**src/rtl/nsrb_pkg.sv**
```systemverilog
// Package of offsets, field positions, reset values and types for the system register bank
package nsrb_pkg;
   // ----------------------------------------
   // Register offsets in the nibble space
   // ----------------------------------------
   localparam logic [4:0] OFS_IRQ_ENABLE = 5'h00;
   localparam logic [4:0] OFS_IRQ_REQUEST = 5'h01;
   localparam logic [4:0] OFS_PRESCALE = 5'h02;
   localparam logic [4:0] OFS_TIMER_LOW = 5'h04;
   localparam logic [4:0] OFS_TIMER_HIGH = 5'h05;
   localparam logic [4:0] OFS_PORT_ONE = 5'h08;
   localparam logic [4:0] OFS_PORT_TWO = 5'h09;
   localparam logic [4:0] OFS_PORT_THREE = 5'h0A;
   localparam logic [4:0] OFS_PORT_FOUR = 5'h0B;
   localparam logic [4:0] OFS_PORT_FIVE = 5'h0C;
   localparam logic [4:0] OFS_REMOTE = 5'h0D;
   localparam logic [4:0] OFS_TABLE_BRANCH = 5'h0E;
   localparam logic [4:0] OFS_INDIRECT = 5'h0F;
   localparam logic [4:0] OFS_POINTER_LOW = 5'h10;
   localparam logic [4:0] OFS_POINTER_MID = 5'h11;
   localparam logic [4:0] OFS_POINTER_HIGH = 5'h12;
   localparam logic [4:0] OFS_PULL_CARRIER = 5'h13;
   localparam logic [4:0] OFS_WATCHDOG = 5'h14;
   localparam logic [4:0] OFS_BROWNOUT = 5'h15;
   localparam logic [4:0] OFS_DIR_ONE = 5'h16;
   localparam logic [4:0] OFS_DIR_TWO = 5'h17;
   localparam logic [4:0] OFS_DIR_THREE = 5'h18;
   localparam logic [4:0] OFS_DIR_FOUR = 5'h19;
   localparam logic [4:0] OFS_DIR_FIVE = 5'h1A;
   localparam logic [4:0] OFS_CARR_LOW_LO = 5'h1B;
   localparam logic [4:0] OFS_CARR_LOW_HI = 5'h1C;
   localparam logic [4:0] OFS_CARR_HIGH_LO = 5'h1D;
   localparam logic [4:0] OFS_CARR_HIGH_HI = 5'h1E;
   // ----------------------------------------
   // Field positions and masks
   // ----------------------------------------
   localparam int BIT_TIMER_IRQ = 2;
   localparam int BIT_PORT_IRQ = 0;
   localparam int BIT_PULL_GLOBAL = 3;
   localparam int BIT_WATCHDOG = 3;
   localparam int BIT_REMOTE = 0;
   localparam logic [3:0] MASK_IRQ = 4'h5;
   localparam logic [3:0] MASK_THREE_BIT = 4'h7;
   localparam logic [3:0] MASK_PORT_FULL = 4'hF;
   localparam logic [3:0] MASK_PORT_FOUR = 4'h7;
   localparam logic [3:0] MASK_PORT_FIVE = 4'h3;
   localparam logic [3:0] MASK_DIR_FOUR = 4'h6;
   // ----------------------------------------
   // Reset values and codes
   // ----------------------------------------
   localparam logic [3:0] RST_NIBBLE = 4'h0;
   localparam logic [3:0] RST_BROWNOUT = 4'h0;
   localparam logic [3:0] CODE_BROWNOUT_OFF = 4'hA;
   // ----------------------------------------
   // Timing: one instruction cycle is four clocks
   // ----------------------------------------
   localparam int CLOCKS_PER_INSTR = 4;
   localparam logic [1:0] PHASE_LAST = 2'(CLOCKS_PER_INSTR - 1);
   // Five nibble-wide ports travel together
   typedef struct packed {
      logic [3:0] p5;
      logic [3:0] p4;
      logic [3:0] p3;
      logic [3:0] p2;
      logic [3:0] p1;
   } nsrb_ports_t;
endpackage : nsrb_pkg

```
**src/rtl/nsrb_bank.sv**
```systemverilog
// System register bank of a nibble-wide remote-control microcontroller
module nsrb_bank
   import nsrb_pkg::*;
(
   input wire logic mclk_i,               // System clock
   input wire logic rst_n_i,              // Asynchronous reset, active low
   input wire logic [4:0] addr_i,         // Register address
   input wire logic wr_en_i,              // Write strobe
   input wire logic rd_en_i,              // Read strobe
   input wire logic [3:0] wdata_i,        // Write nibble
   output logic [3:0] rdata_o,            // Read nibble
   output logic rd_valid_o,               // Read answer strobe
   output logic [9:0] mem_addr_o,         // Data memory address
   output logic mem_we_o,                 // Data memory write
   output logic mem_re_o,                 // Data memory read
   output logic [3:0] mem_wdata_o,        // Data memory write nibble
   input wire logic [3:0] mem_rdata_i,    // Data memory read nibble
   input wire logic timer_irq_set_i,      // Timer overflow event
   input wire logic port_irq_set_i,       // Port edge event
   output logic timer_irq_enable_o,       // Timer interrupt enable
   output logic port_irq_enable_o,        // Port interrupt enable
   output logic timer_irq_request_o,      // Timer request flag
   output logic port_irq_request_o,       // Port request flag
   output logic [2:0] timer_prescale_select_o,
   output logic timer_load_o,             // Counter reload pulse
   output logic [7:0] timer_load_value_o, // Reload value
   input wire logic [7:0] timer_count_i,  // Live counter
   output logic remote_output_value_o,    // Remote data bit
   input wire logic carrier_output_pin_i, // Present carrier pin level
   output logic [3:0] table_branch_high_o,
   output logic [2:0] carrier_divider_select_o,
   output logic [7:0] carrier_low_reload_o,
   output logic [7:0] carrier_high_reload_o,
   output logic watchdog_clear_o,         // Watchdog restart pulse
   input wire logic watchdog_flag_i,      // Watchdog status
   output logic brownout_disable_o,       // Brownout reset disabled
   input wire logic osc_internal_i,       // Internal oscillator option
   input wire nsrb_ports_t pin_in_i,      // Pin levels
   output nsrb_ports_t pin_out_o,         // Pin output values
   output nsrb_ports_t pin_oe_o,          // Pin output enables
   output nsrb_ports_t pulldown_en_o,     // Pull-low switch per pin
   output logic instr_cycle_o             // One pulse per instruction cycle
);
   // ----------------------------------------
   // Reset release
   // ----------------------------------------
   logic rst_meta; // First stage, read only by second
   logic rst_sync_n; // Released copy used everywhere
   // Two stages so release is clean against the clock
   always_ff @(posedge mclk_i or negedge rst_n_i) begin
      if (!rst_n_i) begin
         rst_meta <= 1'b0;
         rst_sync_n <= 1'b0;
      end else begin
         rst_meta <= 1'b1;
         rst_sync_n <= rst_meta;
      end
   end

   // ----------------------------------------
   // Storage
   // ----------------------------------------
   logic [3:0] irq_enable, irq_request; // Enable and request nibbles
   logic [3:0] prescale; // Timer prescale
   logic [3:0] timer_low_buf, timer_low_hold; // Low write buffer, low read hold
   logic [3:0] table_branch, ptr_low, ptr_mid, ptr_high; // Branch and pointer nibbles
   logic [3:0] pull_carrier, brownout_code; // Pull bit with divider; brownout code
   logic remote_value;
   logic [7:0] carr_low, carr_high; // Carrier reload bytes
   nsrb_ports_t port_latch; // Port data latches
   nsrb_ports_t port_dir; // Port direction bits
   logic [1:0] phase; // Instruction phase counter

   // ----------------------------------------
   // Decode
   // ----------------------------------------
   // Write or read strobe for one location
   function automatic logic hit(input logic [4:0] a, input logic [4:0] ofs, input logic en);
      hit = en && (a == ofs);
   endfunction

   // Inputs read the pin, outputs read the latch
   function automatic logic [3:0] port_read(input logic [3:0] latch, input logic [3:0] dir,
                                            input logic [3:0] pin, input logic [3:0] mask);
      port_read = ((dir & latch) | (~dir & pin)) & mask;
   endfunction

   wire we_irq_en = hit(addr_i, OFS_IRQ_ENABLE, wr_en_i);
   wire we_irq_req = hit(addr_i, OFS_IRQ_REQUEST, wr_en_i);
   wire we_timer_low = hit(addr_i, OFS_TIMER_LOW, wr_en_i);
   wire we_timer_high = hit(addr_i, OFS_TIMER_HIGH, wr_en_i);
   wire re_timer_high = hit(addr_i, OFS_TIMER_HIGH, rd_en_i);
   wire we_watchdog = hit(addr_i, OFS_WATCHDOG, wr_en_i);
   wire we_indirect = hit(addr_i, OFS_INDIRECT, wr_en_i);
   wire re_indirect = hit(addr_i, OFS_INDIRECT, rd_en_i);
   // External resonator owns the fifth port pins
   wire [3:0] p5_mask = osc_internal_i ? MASK_PORT_FIVE : 4'h0;

   // Next request flags: event set wins over software clear
   wire [3:0] req_set = {1'b0, timer_irq_set_i, 1'b0, port_irq_set_i};
   wire [3:0] req_sw = we_irq_req ? (wdata_i & MASK_IRQ) : irq_request;
   wire [3:0] next_irq_request = req_sw | req_set;

   // ----------------------------------------
   // Interrupt and timer registers
   // ----------------------------------------
   // enable and request nibbles
   always_ff @(posedge mclk_i or negedge rst_sync_n) begin
      if (!rst_sync_n) begin
         irq_enable <= RST_NIBBLE;
         irq_request <= RST_NIBBLE;
      end else begin
         if (we_irq_en) irq_enable <= wdata_i & MASK_IRQ;
         irq_request <= next_irq_request;
      end
   end

   // prescale, low buffered until high written
   always_ff @(posedge mclk_i or negedge rst_sync_n) begin
      if (!rst_sync_n) begin
         prescale <= RST_NIBBLE;
         timer_low_buf <= RST_NIBBLE;
         timer_low_hold <= RST_NIBBLE;
      end else begin
         if (hit(addr_i, OFS_PRESCALE, wr_en_i)) prescale <= wdata_i & MASK_THREE_BIT;
         if (we_timer_low) timer_low_buf <= wdata_i;
         // high read freezes low half for next read
         if (re_timer_high) timer_low_hold <= timer_count_i[3:0];
      end
   end

   // high nibble write reloads the counter
   always_ff @(posedge mclk_i or negedge rst_sync_n) begin
      if (!rst_sync_n) begin
         timer_load_o <= 1'b0;
         timer_load_value_o <= 8'h00;
      end else begin
         timer_load_o <= we_timer_high;
         if (we_timer_high) timer_load_value_o <= {wdata_i, timer_low_buf};
      end
   end

   // ----------------------------------------
   // Pointer, branch, carrier and control
   // ----------------------------------------
   // pointers, divider and pull bit, reloads
   always_ff @(posedge mclk_i or negedge rst_sync_n) begin
      if (!rst_sync_n) begin
         table_branch <= RST_NIBBLE;
         ptr_low <= RST_NIBBLE;
         ptr_mid <= RST_NIBBLE;
         ptr_high <= RST_NIBBLE;
         pull_carrier <= RST_NIBBLE; // pull-lows off
         remote_value <= 1'b0;
         carr_low <= 8'h00;
         carr_high <= 8'h00;
      end else begin
         if (hit(addr_i, OFS_TABLE_BRANCH, wr_en_i)) table_branch <= wdata_i;
         if (hit(addr_i, OFS_POINTER_LOW, wr_en_i)) ptr_low <= wdata_i;
         if (hit(addr_i, OFS_POINTER_MID, wr_en_i)) ptr_mid <= wdata_i & MASK_THREE_BIT;
         if (hit(addr_i, OFS_POINTER_HIGH, wr_en_i)) ptr_high <= wdata_i & MASK_THREE_BIT;
         if (hit(addr_i, OFS_PULL_CARRIER, wr_en_i)) pull_carrier <= wdata_i;
         // write side stores the remote data bit
         if (hit(addr_i, OFS_REMOTE, wr_en_i)) remote_value <= wdata_i[BIT_REMOTE];
         if (hit(addr_i, OFS_CARR_LOW_LO, wr_en_i)) carr_low[3:0] <= wdata_i;
         if (hit(addr_i, OFS_CARR_LOW_HI, wr_en_i)) carr_low[7:4] <= wdata_i;
         if (hit(addr_i, OFS_CARR_HIGH_LO, wr_en_i)) carr_high[3:0] <= wdata_i;
         if (hit(addr_i, OFS_CARR_HIGH_HI, wr_en_i)) carr_high[7:4] <= wdata_i;
      end
   end

   always_ff @(posedge mclk_i or negedge rst_sync_n) begin
      if (!rst_sync_n) begin
         watchdog_clear_o <= 1'b0;
         brownout_code <= RST_BROWNOUT;
      end else begin
         watchdog_clear_o <= we_watchdog && wdata_i[BIT_WATCHDOG];
         if (hit(addr_i, OFS_BROWNOUT, wr_en_i)) brownout_code <= wdata_i;
      end
   end

   // ----------------------------------------
   // Ports
   // ----------------------------------------
   // data latches, directions reset to input
   always_ff @(posedge mclk_i or negedge rst_sync_n) begin
      if (!rst_sync_n) begin
         port_latch <= '0;
         port_dir <= '0;
      end else begin
         if (hit(addr_i, OFS_PORT_ONE, wr_en_i)) port_latch.p1 <= wdata_i;
         if (hit(addr_i, OFS_PORT_TWO, wr_en_i)) port_latch.p2 <= wdata_i;
         if (hit(addr_i, OFS_PORT_THREE, wr_en_i)) port_latch.p3 <= wdata_i;
         if (hit(addr_i, OFS_PORT_FOUR, wr_en_i)) port_latch.p4 <= wdata_i & MASK_PORT_FOUR;
         if (hit(addr_i, OFS_PORT_FIVE, wr_en_i)) port_latch.p5 <= wdata_i & MASK_PORT_FIVE;
         if (hit(addr_i, OFS_DIR_ONE, wr_en_i)) port_dir.p1 <= wdata_i;
         if (hit(addr_i, OFS_DIR_TWO, wr_en_i)) port_dir.p2 <= wdata_i;
         if (hit(addr_i, OFS_DIR_THREE, wr_en_i)) port_dir.p3 <= wdata_i;
         if (hit(addr_i, OFS_DIR_FOUR, wr_en_i)) port_dir.p4 <= wdata_i & MASK_DIR_FOUR;
         if (hit(addr_i, OFS_DIR_FIVE, wr_en_i)) port_dir.p5 <= wdata_i & MASK_PORT_FIVE;
      end
   end

   // fifth port only usable on internal oscillator
   wire [3:0] p5_oe = port_dir.p5 & p5_mask;
   assign pin_out_o = port_latch;
   assign pin_oe_o = '{p5: p5_oe, p4: port_dir.p4, p3: port_dir.p3,
                       p2: port_dir.p2, p1: port_dir.p1};
   // one global bit gates every pull-low, latch selects per input pin
   wire pull_on = pull_carrier[BIT_PULL_GLOBAL];
   wire [19:0] pull_bits = {20{pull_on}} & port_latch & ~pin_oe_o;
   assign pulldown_en_o = {pull_bits[19:16] & p5_mask, pull_bits[15:0]};

   // ----------------------------------------
   // Instruction cycle phase
   // ----------------------------------------
   // four clocks per instruction cycle
   always_ff @(posedge mclk_i or negedge rst_sync_n) begin
      if (!rst_sync_n) begin
         phase <= 2'h0;
      end else begin
         phase <= (phase == PHASE_LAST) ? 2'h0 : phase + 2'h1;
      end
   end
   assign instr_cycle_o = rst_sync_n && (phase == PHASE_LAST);

   // ----------------------------------------
   // Indirect memory window and read path
   // ----------------------------------------
   // pointer forms ten-bit memory address
   assign mem_addr_o = {ptr_high[2:0], ptr_mid[2:0], ptr_low};
   assign mem_we_o = we_indirect;
   assign mem_re_o = re_indirect;
   assign mem_wdata_o = wdata_i;

   // Read mux; unlisted locations answer zero
   function automatic logic [3:0] read_mux(input logic [4:0] a);
      unique case (a)
         OFS_IRQ_ENABLE: read_mux = irq_enable;
         OFS_IRQ_REQUEST: read_mux = irq_request;
         OFS_PRESCALE: read_mux = prescale;
         OFS_TIMER_LOW: read_mux = timer_low_hold;
         OFS_TIMER_HIGH: read_mux = timer_count_i[7:4];
         OFS_PORT_ONE: read_mux = port_read(port_latch.p1, port_dir.p1, pin_in_i.p1,
                                           MASK_PORT_FULL);
         OFS_PORT_TWO: read_mux = port_read(port_latch.p2, port_dir.p2, pin_in_i.p2,
                                           MASK_PORT_FULL);
         OFS_PORT_THREE: read_mux = port_read(port_latch.p3, port_dir.p3, pin_in_i.p3,
                                             MASK_PORT_FULL);
         OFS_PORT_FOUR: read_mux = port_read(port_latch.p4, port_dir.p4, pin_in_i.p4,
                                            MASK_PORT_FOUR);
         OFS_PORT_FIVE: read_mux = port_read(port_latch.p5, port_dir.p5, pin_in_i.p5, p5_mask);
         // read side shows the live carrier pin
         OFS_REMOTE: read_mux = {3'h0, carrier_output_pin_i};
         OFS_TABLE_BRANCH: read_mux = table_branch;
         OFS_INDIRECT: read_mux = mem_rdata_i;
         OFS_POINTER_LOW: read_mux = ptr_low;
         OFS_POINTER_MID: read_mux = ptr_mid;
         OFS_POINTER_HIGH: read_mux = ptr_high;
         OFS_PULL_CARRIER: read_mux = pull_carrier;
         OFS_WATCHDOG: read_mux = {watchdog_flag_i, 3'h0};
         OFS_BROWNOUT: read_mux = brownout_code;
         OFS_DIR_ONE: read_mux = port_dir.p1;
         OFS_DIR_TWO: read_mux = port_dir.p2;
         OFS_DIR_THREE: read_mux = port_dir.p3;
         OFS_DIR_FOUR: read_mux = port_dir.p4;
         OFS_DIR_FIVE: read_mux = port_dir.p5;
         OFS_CARR_LOW_LO: read_mux = carr_low[3:0];
         OFS_CARR_LOW_HI: read_mux = carr_low[7:4];
         OFS_CARR_HIGH_LO: read_mux = carr_high[3:0];
         OFS_CARR_HIGH_HI: read_mux = carr_high[7:4];
         default: read_mux = 4'h0;
      endcase
   endfunction

   // Process form: a net would miss reads made inside the function
   logic [3:0] next_rdata;
   always_comb next_rdata = read_mux(addr_i);

   // Answer registered one clock after the strobe
   always_ff @(posedge mclk_i or negedge rst_sync_n) begin
      if (!rst_sync_n) begin
         rdata_o <= 4'h0;
         rd_valid_o <= 1'b0;
      end else begin
         rd_valid_o <= rd_en_i;
         if (rd_en_i) rdata_o <= next_rdata;
      end
   end

   // ----------------------------------------
   // Outputs to the peripherals
   // ----------------------------------------
   assign timer_irq_enable_o = irq_enable[BIT_TIMER_IRQ];
   assign port_irq_enable_o = irq_enable[BIT_PORT_IRQ];
   assign timer_irq_request_o = irq_request[BIT_TIMER_IRQ];
   assign port_irq_request_o = irq_request[BIT_PORT_IRQ];
   assign timer_prescale_select_o = prescale[2:0];
   assign remote_output_value_o = remote_value;
   assign table_branch_high_o = table_branch;
   assign carrier_divider_select_o = pull_carrier[2:0];
   assign carrier_low_reload_o = carr_low;
   assign carrier_high_reload_o = carr_high;
   // only the one code disables brownout reset
   assign brownout_disable_o = (brownout_code == CODE_BROWNOUT_OFF);
endmodule // nsrb_bank

```
**config.mk**
```make
export PLATFORM = sky130hd
export DESIGN_NAME = nsrb_bank
export DESIGN_NICKNAME = d
export VERILOG_FILES = /design/src/rtl/nsrb_pkg.sv /design/src/rtl/nsrb_bank.sv
export SDC_FILE = /design/constraint.sdc
export NUM_CORES = 1
export LEC_CHECK = 0
export BUFFER_PORTS_ARGS = -buffer_cell sky130_fd_sc_hd__buf_4
export CORE_ASPECT_RATIO = 0.8
export CORE_UTILIZATION = 52
export CTS_CLUSTER_SIZE = 28
export DETAILED_ROUTE_END_ITERATION = 8
export PLACE_DENSITY = 0.78
export SLEW_MARGIN = 20
export SYNTH_ARGS = -nofsm -noshare
export SYNTH_HDL_FRONTEND = slang
export SYNTH_SLANG_ARGS = --single-unit
```
**constraint.sdc**
```tcl
create_clock -name mclk_i -period 4.18 [get_ports mclk_i]
set_input_delay 0.418 -clock mclk_i [delete_from_list [all_inputs] [get_ports mclk_i]]
set_output_delay 0.418 -clock mclk_i [all_outputs]
set_load 0.05 [all_outputs]
```
## Word-level counts from Yosys, hierarchy flattened

Cells that the tools add are included.

- Register bits: 108
- Input bits: 50
- Output and inout bits: 124
- Logic and storage cells: 128

- Add/subtract/negate cells: 1
- Equal/unequal tests: 29
- Mux-type cells: 4
- Bitwise gates (word level): 27
- Reductions and logical operators: 33

Operators with widths:

| cell | number |
|---|---|
| $pmux W4 S28 | 1 |
| $eq A5 B5 Y1 const B | 15 |
| $eq A5 B4 Y1 const B | 8 |
| $logic_and A1 B1 Y1 | 32 |
| $and A4 B4 Y4 | 7 |
| $and A20 B18 Y20 | 1 |
| $and A20 B20 Y20 | 1 |
| $not A18 Y20 | 1 |
| $not A4 Y4 | 3 |
| $or A4 B4 Y4 | 3 |
| $eq A5 B3 Y1 const B | 2 |
| $and A4 B2 Y4 | 2 |
| $and A3 B3 Y3 | 2 |
| $eq A5 B1 Y1 const B | 1 |
| $eq A5 B2 Y1 const B | 1 |
| $logic_not A5 Y1 | 1 |
| $and A2 B2 Y2 | 2 |
| $eq A4 B4 Y1 const B | 1 |
| $mux W2 | 2 |
| $mux W4 | 1 |
| $not A2 Y4 | 1 |
| $or A2 B4 Y4 | 1 |
| $or A4 B3 Y4 | 1 |
| $not A3 Y3 | 1 |
| other kinds (3) | 3 |

## Longest topological paths before layout

Gate-level depths: netlist of run 1.

- Word-level depth: 5
- Gate-level depth with buffers: 8
- Gate-level depth less buffers: 5

## Least setup slack after synthesis of run 1

No wires, ideal clock.

- Kind: register -> output
- Start point: register rst_sync_n
- End point: output instr_cycle_o
- Arrival time: 3.209 ns
- Data required time: 3.762 ns
- Path slack: 0.553 ns
- Cell stages (with the launch flop): 2
- Buffers on the path: 0
- Path through: dfrtp_1 and2_1

- Cells in the longest elaborated chain, start to end: 1

RTL lines:

| item | RTL line | RTL |
|---|---|---|
| start, declared | nsrb_bank.sv:48 | `logic rst_sync_n;` |
| start signal, assigned | nsrb_bank.sv:56 | `rst_sync_n <= rst_meta;` |
| $logic_and A1 B1 Y1 | nsrb_bank.sv:225 | `assign instr_cycle_o = rst_sync_n && (phase == PHASE_LAST);` |
| end, declared | nsrb_bank.sv:42 | `output logic instr_cycle_o` |

Every way passes these cells.

## Final worst setup path of run 1

- Start point: input addr_i[0]
- End point: register timer_load_value_o[0]

- Cells in the longest elaborated chain, start to end: 2

RTL lines:

| item | RTL line | RTL |
|---|---|---|
| start, declared | nsrb_bank.sv:7 | `input wire logic [4:0] addr_i,` |
| $eq A5 B3 Y1 | nsrb_bank.sv:79 | `hit = en && (a == ofs);` |
| $logic_and A1 B1 Y1 | nsrb_bank.sv:79 |  |
| via we_timer_high | nsrb_bank.sv:91 | `wire we_timer_high = hit(addr_i, OFS_TIMER_HIGH, wr_en_i);` |
| end signal, assigned | nsrb_bank.sv:139 | `if (we_timer_high) timer_load_value_o <= {wdata_i, timer_low_buf};` |
| end, declared | nsrb_bank.sv:26 | `output logic [7:0] timer_load_value_o,` |

The timed path passes the listed nets, and every way through them passes these cells.
A chain may end at the register's enable or synchronous reset.

==> results of run 1 <==
-- sequential cells by signal (all words and copies together) (netlist names), 8 cells and up --
| register | count |
|---|---|
| carrier_high_reload_o | 8 |
| timer_load_value_o | 8 |
| pin_oe_o | 14 |
| carrier_low_reload_o | 8 |
| pin_out_o | 17 |
-- worst reg2reg max path: stages (launching register included) --
cell and delay, ns:
dfrtp_1 0.72, mux2i_1 0.28, nor4b_1 0.07, a311o_1 0.36
a221oi_1 0.48, a31oi_1 0.16
-- stage by stage --
step                      hold slack, ns    util  std cells
final                             0.2784  0.6704        782
after global routing              0.2659  0.6704        782
after CTS                         0.2683  0.6704        782
after detailed placement          0.2021  0.6425        765
after global placement            0.2008  0.6425        765
after floorplan                   0.1224       -        525
-- power by group through the flow --
| stage | combinational, mW | clock, mW | sequential (mW) |
|---|---|---|---|
| detailed placement | 1.34 | 0 | 1.43 |
| global route | 1.39 | 0.857 | 1.44 |
| floorplan | 0.578 | 0 | 1.78 |
| global placement | 1.32 | 0 | 1.42 |
| CTS | 1.34 | 0.820 | 1.41 |
| finish | 1.34 | 0.810 | 1.42 |
-- cell families after synthesis --
kind of cell             after synthesis  share of synthesized area
buffers and inverters                 67                    0.07077
other                                  2                   0.001340
flip-flops                           106                     0.4733
AND/OR/NAND/NOR                      165                     0.1503
multiplexers                         115                     0.2268
adder cells (fa/ha/maj)                1                   0.002232
AO/OA/AOI/OAI                         60                    0.07525
-- final cells by class --
type	count	area [um^2]	share of cell area
flip-flops and latches	106	2656	0.3823
multi-input cells	352	2589	0.3726
repair buffers	164	1234	0.1776
clock buffers	12	246.5	0.03548
well taps	140	175.2	0.02521
clock inverters	4	32.53	0.004682
inverters	4	15.01	0.002161
-- metal layers --
layer	track usage	wire length (um)	up-vias
met3	0.06461	1169	20
li1	-	-	2046
met1	0.4701	8215	2399
met2	0.5029	8240	216
met5	0	0	-
met4	0.06731	163	0
-- synthesized netlist by cell type, drive strengths merged, types with 2 or more instances --
cell type	number	share of area
a31oi	7	0.0078
a2111oi	2	0.0031
nor3	6	0.0054
clkbuf	16	0.011
o21ai	17	0.015
nand4	4	0.0045
inv	4	0.0027
or3	2	0.0022
o2bb2ai	2	0.0031
a21oi	5	0.0045
conb	2	0.0013
mux2	93	0.19
nor3b	8	0.012
buf	47	0.057
nand2b	2	0.0022
a221oi	3	0.0047
nor4	3	0.0033
or2	2	0.0022
a31o	2	0.0031
and3	12	0.013
nand2	42	0.028
mux2i	22	0.039
nand3	17	0.015
nor2b	9	0.010
nor2	40	0.028
o32ai	3	0.0047
nor4b	2	0.0031
dfrtp	106	0.47
a22o	2	0.0031
a22oi	3	0.0040
a2bb2oi	2	0.0031
nand3b	7	0.0094
o32a	2	0.0036
and2	5	0.0056
a32oi	2	0.0031
-- worst min path at each step --
| stage | start | end | slack [ns] | depth (start not counted) |
|---|---|---|---|---|
| 4_1_cts | rd_en_i | rd_valid_o$_DFF_PN0_ | 0.27 | 1 |
| 3_3_place_gp | rst_n_i | rst_meta$_DFF_PN0_ | 0.20 | 1 |
| 3_5_place_dp | rst_n_i | rst_meta$_DFF_PN0_ | 0.20 | 1 |
| 2_1_floorplan | rst_n_i | rst_meta$_DFF_PN0_ | 0.12 | 0 |
| 6_report | rd_en_i | rd_valid_o$_DFF_PN0_ | 0.28 | 1 |
| 5_1_grt | rd_en_i | rd_valid_o$_DFF_PN0_ | 0.27 | 1 |
==> flow_summary.html, run 1 <==
<table>
<tr><th>Metric</th><th>Value</th></tr>
<tr><th colspan="2">Status</th></tr>
<tr><td>Outcome</td><td>complete, no violations</td></tr>
<tr><th colspan="2">Setup path</th></tr>
<tr><td>Critical Path Stages</td><td>5</td></tr>
<tr><td>Critical Path RT</td><td>roughly 4.4 ns</td></tr>
<tr><td>Slowest library cell on the worst path</td><td>nor2b_1</td></tr>
<tr><td>Setup crit start</td><td>addr_i[0]</td></tr>
<tr><td>Cell Chain, Critical Path</td><td>buf_4 -&gt; nor2b_1 -&gt; nand2_1 -&gt; nor2_2 -&gt; mux2_2</td></tr>
<tr><td>Reg-to-reg endpoint</td><td>rdata_o[3]$_DFFE_PN0P_</td></tr>
<tr><td>Critical path class</td><td>primary input to register</td></tr>
<tr><td>Endpoint class of the critical path</td><td>register</td></tr>
<tr><td>Worst setup SP type</td><td>primary input</td></tr>
<tr><td>Max FO, Critical Path</td><td>24</td></tr>
<tr><td>Critical register-to-register path startpoint</td><td>pull_carrier[3]$_DFFE_PN0P_</td></tr>
<tr><td>Count of buffer and inverter cells on the critical path</td><td>1</td></tr>
<tr><td>Arrival time at the worst endpoint</td><td>~2.6 ns</td></tr>
<tr><td>Delay of the slowest critical-path stage</td><td>~0.64 ns</td></tr>
<tr><td>Register-to-register setup slack</td><td>approximately 2.0 ns</td></tr>
<tr><td>Logic depth of the worst register-to-register path</td><td>5</td></tr>
<tr><td>Family with the most delay on the worst path</td><td>simple AND/OR/NAND/NOR gates</td></tr>
<tr><td>Critical Path Sink</td><td>timer_load_value_o[0]$_DFFE_PN0P_</td></tr>
<tr><th colspan="2">Clock network</th></tr>
<tr><td>Total setup buffers inserted after CTS</td><td>0</td></tr>
<tr><td>TritonCTS Sinks</td><td>roughly 110</td></tr>
<tr><td>Clk Latency, worst-skew pair</td><td>approximately 0.34 ns</td></tr>
<tr><td>CTS tree</td><td>done</td></tr>
<tr><td>Clock transition at the registers of the reported paths</td><td>about 0.07 ns</td></tr>
<tr><td>Number of clock buffers inserted by TritonCTS</td><td>9</td></tr>
<tr><td>Count of hold-fix buffers inserted at cts</td><td>1</td></tr>
<tr><td>Number of levels the H-tree was split into</td><td>3</td></tr>
<tr><td>CTS Root Buffer Type</td><td>clkbuf_16</td></tr>
<tr><td>Buffer levels on the longest clock path</td><td>2</td></tr>
<tr><td>Count of instances resized after the clock tree is built</td><td>0</td></tr>
<tr><th colspan="2">Synth</th></tr>
<tr><td>Number of enable flip-flop cells after synthesis</td><td>0</td></tr>
<tr><td>Leading register cell type out of synthesis</td><td>dfrtp_1</td></tr>
<tr><td>Yosys warning total</td><td>0</td></tr>
<tr><td>Register bit total from synthesis</td><td>approximately 110</td></tr>
<tr><td>Syn Inst Count</td><td>between 500 and 600</td></tr>
<tr><td>Share of flip-flops with an asynchronous set or reset</td><td>1.000</td></tr>
<tr><td>Synthesized cell area</td><td>~5600 um^2</td></tr>
<tr><td>Netlist cell types</td><td>56</td></tr>
<tr><td>Mean cell area of the mapped netlist</td><td>about 11 um^2</td></tr>
<tr><td>Fraction of the yosys area taken by sequential cells</td><td>0.4733</td></tr>
<tr><th colspan="2">Routing</th></tr>
<tr><td>Mean number of vias per cell</td><td>about 6.0</td></tr>
<tr><td>Total routed wirelength</td><td>~18 mm</td></tr>
<tr><td>Remaining routing DRC violations</td><td>0</td></tr>
<tr><td>Via count</td><td>around 4,700</td></tr>
<tr><td>Total iterations of the first detailed-routing run</td><td>5</td></tr>
<tr><td>Initial DRC Count</td><td>approximately 430</td></tr>
<tr><td>Remaining antenna violation count</td><td>0</td></tr>
<tr><td>Wire per inst</td><td>between 20 and 25 um</td></tr>
<tr><th colspan="2">Power and ir drop</th></tr>
<tr><td>NetSw</td><td>between 1 and 1.5 mW</td></tr>
<tr><td>Clock power frac</td><td>0.227</td></tr>
<tr><td>Total power consumption of the routed design</td><td>roughly 3.6 mW</td></tr>
<tr><td>Internal power component</td><td>~2.1 mW</td></tr>
<tr><td>Max VDD drop</td><td>around 0.35 mV</td></tr>
<tr><td>P per Cell Area</td><td>slightly above 500 nW/um^2</td></tr>
<tr><td>Share of total power consumed by net switching</td><td>0.4186</td></tr>
<tr><td>Sequential share of power</td><td>0.397</td></tr>
<tr><td>Combinational cell fraction of total power</td><td>0.376</td></tr>
<tr><td>Leakage power</td><td>between 3 and 4 nW</td></tr>
<tr><th colspan="2">Timing</th></tr>
<tr><td>Final setup violating endpoints</td><td>0</td></tr>
<tr><td>Final-layout setup total negative slack</td><td>0 ns</td></tr>
<tr><td>Unrepaired setup endpoints after global routing</td><td>no</td></tr>
<tr><td>Final critical path time including I/O delays and setup</td><td>approximately 2.4 ns</td></tr>
<tr><td>Period utilization</td><td>0.5688</td></tr>
<tr><td>Setup ws final</td><td>1.802 ns</td></tr>
<tr><td>Clock Skews</td><td>roughly 0.0068 ns</td></tr>
<tr><td>Top achievable clock speed</td><td>around 420 MHz</td></tr>
<tr><td>Normalized max-slew margin</td><td>0.4064</td></tr>
<tr><td>Count of final hold-check violations</td><td>0</td></tr>
<tr><td>Count of pins over their slew limit</td><td>0</td></tr>
<tr><td>Transition time at the pin with the least slew margin</td><td>0.8904 ns</td></tr>
<tr><th colspan="2">Place</th></tr>
<tr><td>Buffers added on ports</td><td>160</td></tr>
<tr><td>Cell area after placement</td><td>6659 um^2</td></tr>
<tr><td>HPWL after DPL</td><td>about 13 mm</td></tr>
<tr><td>Placement Setup Slack</td><td>about 1.5 ns</td></tr>
<tr><td>Final weighted congestion in routability-driven placement</td><td>0.9223</td></tr>
<tr><th colspan="2">Layout</th></tr>
<tr><td>Post-route cell area</td><td>6948 um^2</td></tr>
<tr><td>Number of antenna diodes</td><td>0</td></tr>
<tr><td>Number of nets in the finished design</td><td>688</td></tr>
<tr><td>Fraction of layout cells with a size suffix above 1</td><td>0.4346</td></tr>
<tr><td>Most common cell after layout, fill and taps aside</td><td>buf_4</td></tr>
<tr><td>Highest-count cells in the layout ignoring fill and taps</td><td>buf_4, dfrtp_1, mux2_2</td></tr>
<tr><td>Area grow syn2layout</td><td>23.98%</td></tr>
<tr><td>Number of fill cells</td><td>around 840</td></tr>
<tr><th colspan="2">GRT</th></tr>
<tr><td>Vias in the first global route</td><td>around 4,500</td></tr>
<tr><td>Initial antenna violation count</td><td>0</td></tr>
<tr><td>Largest net degree at the start of global routing</td><td>slightly below 60</td></tr>
<tr><td>Overflow left after global routing</td><td>0</td></tr>
<tr><td>Total GRT Usage</td><td>0.3239</td></tr>
<tr><td>Global-route wire length before repair</td><td>27.00 mm</td></tr>
<tr><th colspan="2">Floorplan</th></tr>
<tr><td>Number of I/O pins</td><td>174</td></tr>
<tr><td>Overall die area</td><td>around 11,000 um^2</td></tr>
<tr><td>Initial standard-cell utilization of the core</td><td>0.5407</td></tr>
<tr><td>Core area</td><td>10,360 um^2</td></tr>
<tr><td>Chip Height</td><td>94.86 um</td></tr>
<tr><td>Die boundary width</td><td>between 100 and 150 um</td></tr>
<tr><td>Number of core rows</td><td>33</td></tr>
<tr><th colspan="2">Run</th></tr>
<tr><td>Max-Cap Viols</td><td>0</td></tr>
<tr><th colspan="2">Worst hold path</th></tr>
<tr><td>Worst hold-check path type</td><td>primary input to register</td></tr>
</table>
Note: power is estimated with default switching activity, not from simulation.
==> run 2: changes to the inputs <==
Clock period 4.18 ns to 2.3 ns, I/O delays scaled along.
==> flow_summary.html, run 2 (synthesis gave the netlist of run 1 again) <==
<table>
<tr><th>Metric</th><th>Value</th></tr>
<tr><th colspan="2">Timing</th></tr>
<tr><td>Clock Skews</td><td>0.006566 ns (-0.0002228 ns)</td></tr>
<tr><td>Post-Route Hold Slack</td><td>0.06342 ns (-0.2150 ns)</td></tr>
<tr><td>Transition time at the pin with the least slew margin</td><td>0.6853 ns (-0.2051 ns)</td></tr>
<tr><td>Final setup violating endpoints</td><td>0 (unchanged)</td></tr>
<tr><td>Setup ws final</td><td>0.3677 ns (-1.435 ns)</td></tr>
<tr><td>Normalized max-slew margin</td><td>0.5389 (+0.1325)</td></tr>
<tr><td>Final-layout setup total negative slack</td><td>0 ns (unchanged)</td></tr>
<tr><td>Period utilization</td><td>0.8401</td></tr>
<tr><td>Count of pins over their slew limit</td><td>0 (unchanged)</td></tr>
<tr><td>Unrepaired setup endpoints after global routing</td><td>no</td></tr>
<tr><td>Count of final hold-check violations</td><td>0 (unchanged)</td></tr>
<tr><td>Final critical path time including I/O delays and setup</td><td>around 1.9 ns</td></tr>
<tr><td>Top achievable clock speed</td><td>517.5 MHz</td></tr>
<tr><th colspan="2">Power and ir drop</th></tr>
<tr><td>Max VDD drop</td><td>0.6027 mV (+71%)</td></tr>
<tr><td>P per Cell Area</td><td>928.9 nW/um^2 (+81%)</td></tr>
<tr><td>Leakage power</td><td>3.381 nW (+2.2%)</td></tr>
<tr><td>Total power consumption of the routed design</td><td>6.550 mW (+84%)</td></tr>
<tr><th colspan="2">Clock network</th></tr>
<tr><td>CTS tree</td><td>done</td></tr>
<tr><td>CTS Root Buffer Type</td><td>clkbuf_16</td></tr>
<tr><td>Number of clock buffers inserted by TritonCTS</td><td>9 (unchanged)</td></tr>
<tr><td>Buffer levels on the longest clock path</td><td>2 (unchanged)</td></tr>
<tr><td>Clk Latency, worst-skew pair</td><td>0.36 ns (+0.02 ns)</td></tr>
<tr><td>Clock transition at the registers of the reported paths</td><td>0.08 ns (about the same)</td></tr>
<tr><td>Number of levels the H-tree was split into</td><td>3 (unchanged)</td></tr>
<tr><td>Count of instances resized after the clock tree is built</td><td>0 (unchanged)</td></tr>
<tr><td>TritonCTS Sinks</td><td>106 (unchanged)</td></tr>
<tr><th colspan="2">Place</th></tr>
<tr><td>Buffers added on ports</td><td>160 (unchanged)</td></tr>
<tr><td>HPWL after DPL</td><td>13.36 mm (+4.3%)</td></tr>
<tr><td>Final weighted congestion in routability-driven placement</td><td>0.8872 (-3.8%)</td></tr>
<tr><td>Placement Setup Slack</td><td>0.2656 ns (-1.235 ns)</td></tr>
<tr><th colspan="2">GRT</th></tr>
<tr><td>Global-route wire length before repair</td><td>27.03 mm (+0.13%)</td></tr>
<tr><td>Vias in the first global route</td><td>4,705 (+5.3%)</td></tr>
<tr><td>Initial antenna violation count</td><td>0 (unchanged)</td></tr>
<tr><td>Total GRT Usage</td><td>0.3284 (+0.004435)</td></tr>
<tr><td>Largest net degree at the start of global routing</td><td>44 (-24%)</td></tr>
<tr><td>Overflow left after global routing</td><td>0 (unchanged)</td></tr>
<tr><th colspan="2">Routing</th></tr>
<tr><td>Via count</td><td>4,665 (-0.34%)</td></tr>
<tr><td>Initial DRC Count</td><td>257 (-40%)</td></tr>
<tr><td>Remaining routing DRC violations</td><td>0 (unchanged)</td></tr>
<tr><td>Total routed wirelength</td><td>17.70 mm (-0.48%)</td></tr>
<tr><td>Remaining antenna violation count</td><td>0 (unchanged)</td></tr>
<tr><td>Wire per inst</td><td>22.27 um (-2.1%)</td></tr>
<tr><td>Mean number of vias per cell</td><td>5.868 (-2.0%)</td></tr>
<tr><td>Total iterations of the first detailed-routing run</td><td>5 (unchanged)</td></tr>
<tr><th colspan="2">Worst hold path</th></tr>
<tr><td>Start point of the worst min-delay path</td><td>rd_en_i</td></tr>
<tr><td>Worst hold-check path type</td><td>primary input to register</td></tr>
<tr><th colspan="2">Setup path</th></tr>
<tr><td>Critical path class</td><td>register to register</td></tr>
<tr><td>Endpoint class of the critical path</td><td>register</td></tr>
<tr><td>Family with the most delay on the worst path</td><td>compound AO/OA/AOI/OAI gates</td></tr>
<tr><td>Setup crit start</td><td>ptr_low[0]$_DFFE_PN0P_</td></tr>
<tr><td>Arrival time at the worst endpoint</td><td>2.18 ns (-0.42 ns)</td></tr>
<tr><td>Delay of the slowest critical-path stage</td><td>0.52 ns (-0.12 ns)</td></tr>
<tr><td>Count of buffer and inverter cells on the critical path</td><td>0 (-1)</td></tr>
<tr><td>Worst setup SP type</td><td>register</td></tr>
<tr><td>Cell Chain, Critical Path</td><td>mux2_4 -&gt; a31oi_1 -&gt; o21ai_1 -&gt; or4_1 -&gt; o32a_1</td></tr>
<tr><td>Critical Path RT</td><td>2.54 ns (-1.87 ns)</td></tr>
<tr><td>Max FO, Critical Path</td><td>3 (-88%)</td></tr>
<tr><td>Slowest library cell on the worst path</td><td>or4_1</td></tr>
<tr><td>Critical register-to-register path startpoint</td><td>ptr_low[0]$_DFFE_PN0P_</td></tr>
<tr><th colspan="2">Layout</th></tr>
<tr><td>Number of flip-flops under the largest register name</td><td>17 (unchanged)</td></tr>
<tr><td>Number of nets in the finished design</td><td>701 (+1.9%)</td></tr>
<tr><td>Number of antenna diodes</td><td>0 (unchanged)</td></tr>
<tr><td>Fraction of layout cells with a size suffix above 1</td><td>0.4473 (+0.01275)</td></tr>
<tr><td>Area grow syn2layout</td><td>25.83%</td></tr>
<tr><td>Area of the multi-input gates</td><td>2589 um^2 (unchanged)</td></tr>
<tr><td>Number of fill cells</td><td>832 (-1.2%)</td></tr>
<tr><td>Area taken by flip-flops and latches</td><td>2656 um^2 (unchanged)</td></tr>
<tr><td>Highest-count cells in the layout ignoring fill and taps</td><td>buf_4, dfrtp_1, mux2_2</td></tr>
<tr><td>Most common cell after layout, fill and taps aside</td><td>buf_4</td></tr>
<tr><th colspan="2">Status</th></tr>
<tr><td>Outcome</td><td>complete, no violations</td></tr>
<tr><th colspan="2">Floorplan</th></tr>
<tr><td>Core area</td><td>10,360 um^2 (unchanged)</td></tr>
<tr><td>Overall die area</td><td>11,200 um^2 (unchanged)</td></tr>
<tr><td>Die boundary width</td><td>118.1 um (unchanged)</td></tr>
<tr><td>Number of I/O pins</td><td>174 (unchanged)</td></tr>
<tr><td>Initial standard-cell utilization of the core</td><td>0.5407 (unchanged)</td></tr>
<tr><td>Chip Height</td><td>94.86 um (unchanged)</td></tr>
<tr><td>Number of core rows</td><td>33 (unchanged)</td></tr>
<tr><th colspan="2">Run</th></tr>
<tr><td>Max-Cap Viols</td><td>0 (unchanged)</td></tr>
</table>
==> run 2: cell count changes in the layout (fill, tap and decap cells not counted) <==
cell and change:
clkbuf_8 -1, clkbuf_1 -1, clkinv_4 +1, buf_4 +13, clkinvlp_4 -1, inv_8 +2
==> run 2: per-layer routing <==
metal	global-route usage	vias up	wire (um)	share of wire
met5	0	-	0	0
met4	0.09829	0	278	0.016
met3	0.07186	24	1323	0.075
met2	0.5049	230	7965	0.45
met1	0.4658	2338	8135	0.46
li1	-	2073	-	-
==> run 2: path summary, 6_finish.rpt <==
path	end	slack (ns)	cells after the start
min in group asynchronous	rst_sync_n$_DFF_PN0_	0.19	2
max in group asynchronous	pin_oe_o[7]$_DFFE_PN0P_	1.19	1
setup reg to reg	rdata_o[0]$_DFFE_PN0P_	0.37	5
hold reg to reg	phase[1]$_DFF_PN0_	0.25	0
setup / recovery	rdata_o[0]$_DFFE_PN0P_	0.37	5
hold / removal	rd_valid_o$_DFF_PN0_	0.06	1
==> run 2: area by class of cell <==
cell class,count,area share
clock buffers,10,0.03247
flip-flops and latches,106,0.3767
inverters,4,0.002129
multi-input cells,352,0.3671
clock inverters,6,0.007984
repair buffers,177,0.1888
well taps,140,0.02484
==> run 2: metrics by stage <==
step                cells  area [um^2]    util
floorplan             525         5642       -
global placement      778         6756  0.6519
finish                795         7052  0.6804
detailed placement    778         6756  0.6519
global route          795         7052  0.6804
CTS                   795         7052  0.6804
==> run 2: repair_timing <==
item | in CTS | in global routing
endpoints found under the setup margin | 0 | 0
setup buffers | 0 | 0
hold buffers | 1 | 0
endpoints found under the hold margin | 2 | 0
==> run 2: where the power goes <==
| part | leakage [nW] | internal [mW] | switching [mW] |
|---|---|---|---|
| Clock | 0.138 | 0.761 | 0.755 |
| Sequential | 1.36 | 2.19 | 0.359 |
| Combinational | 1.89 | 0.826 | 1.66 |
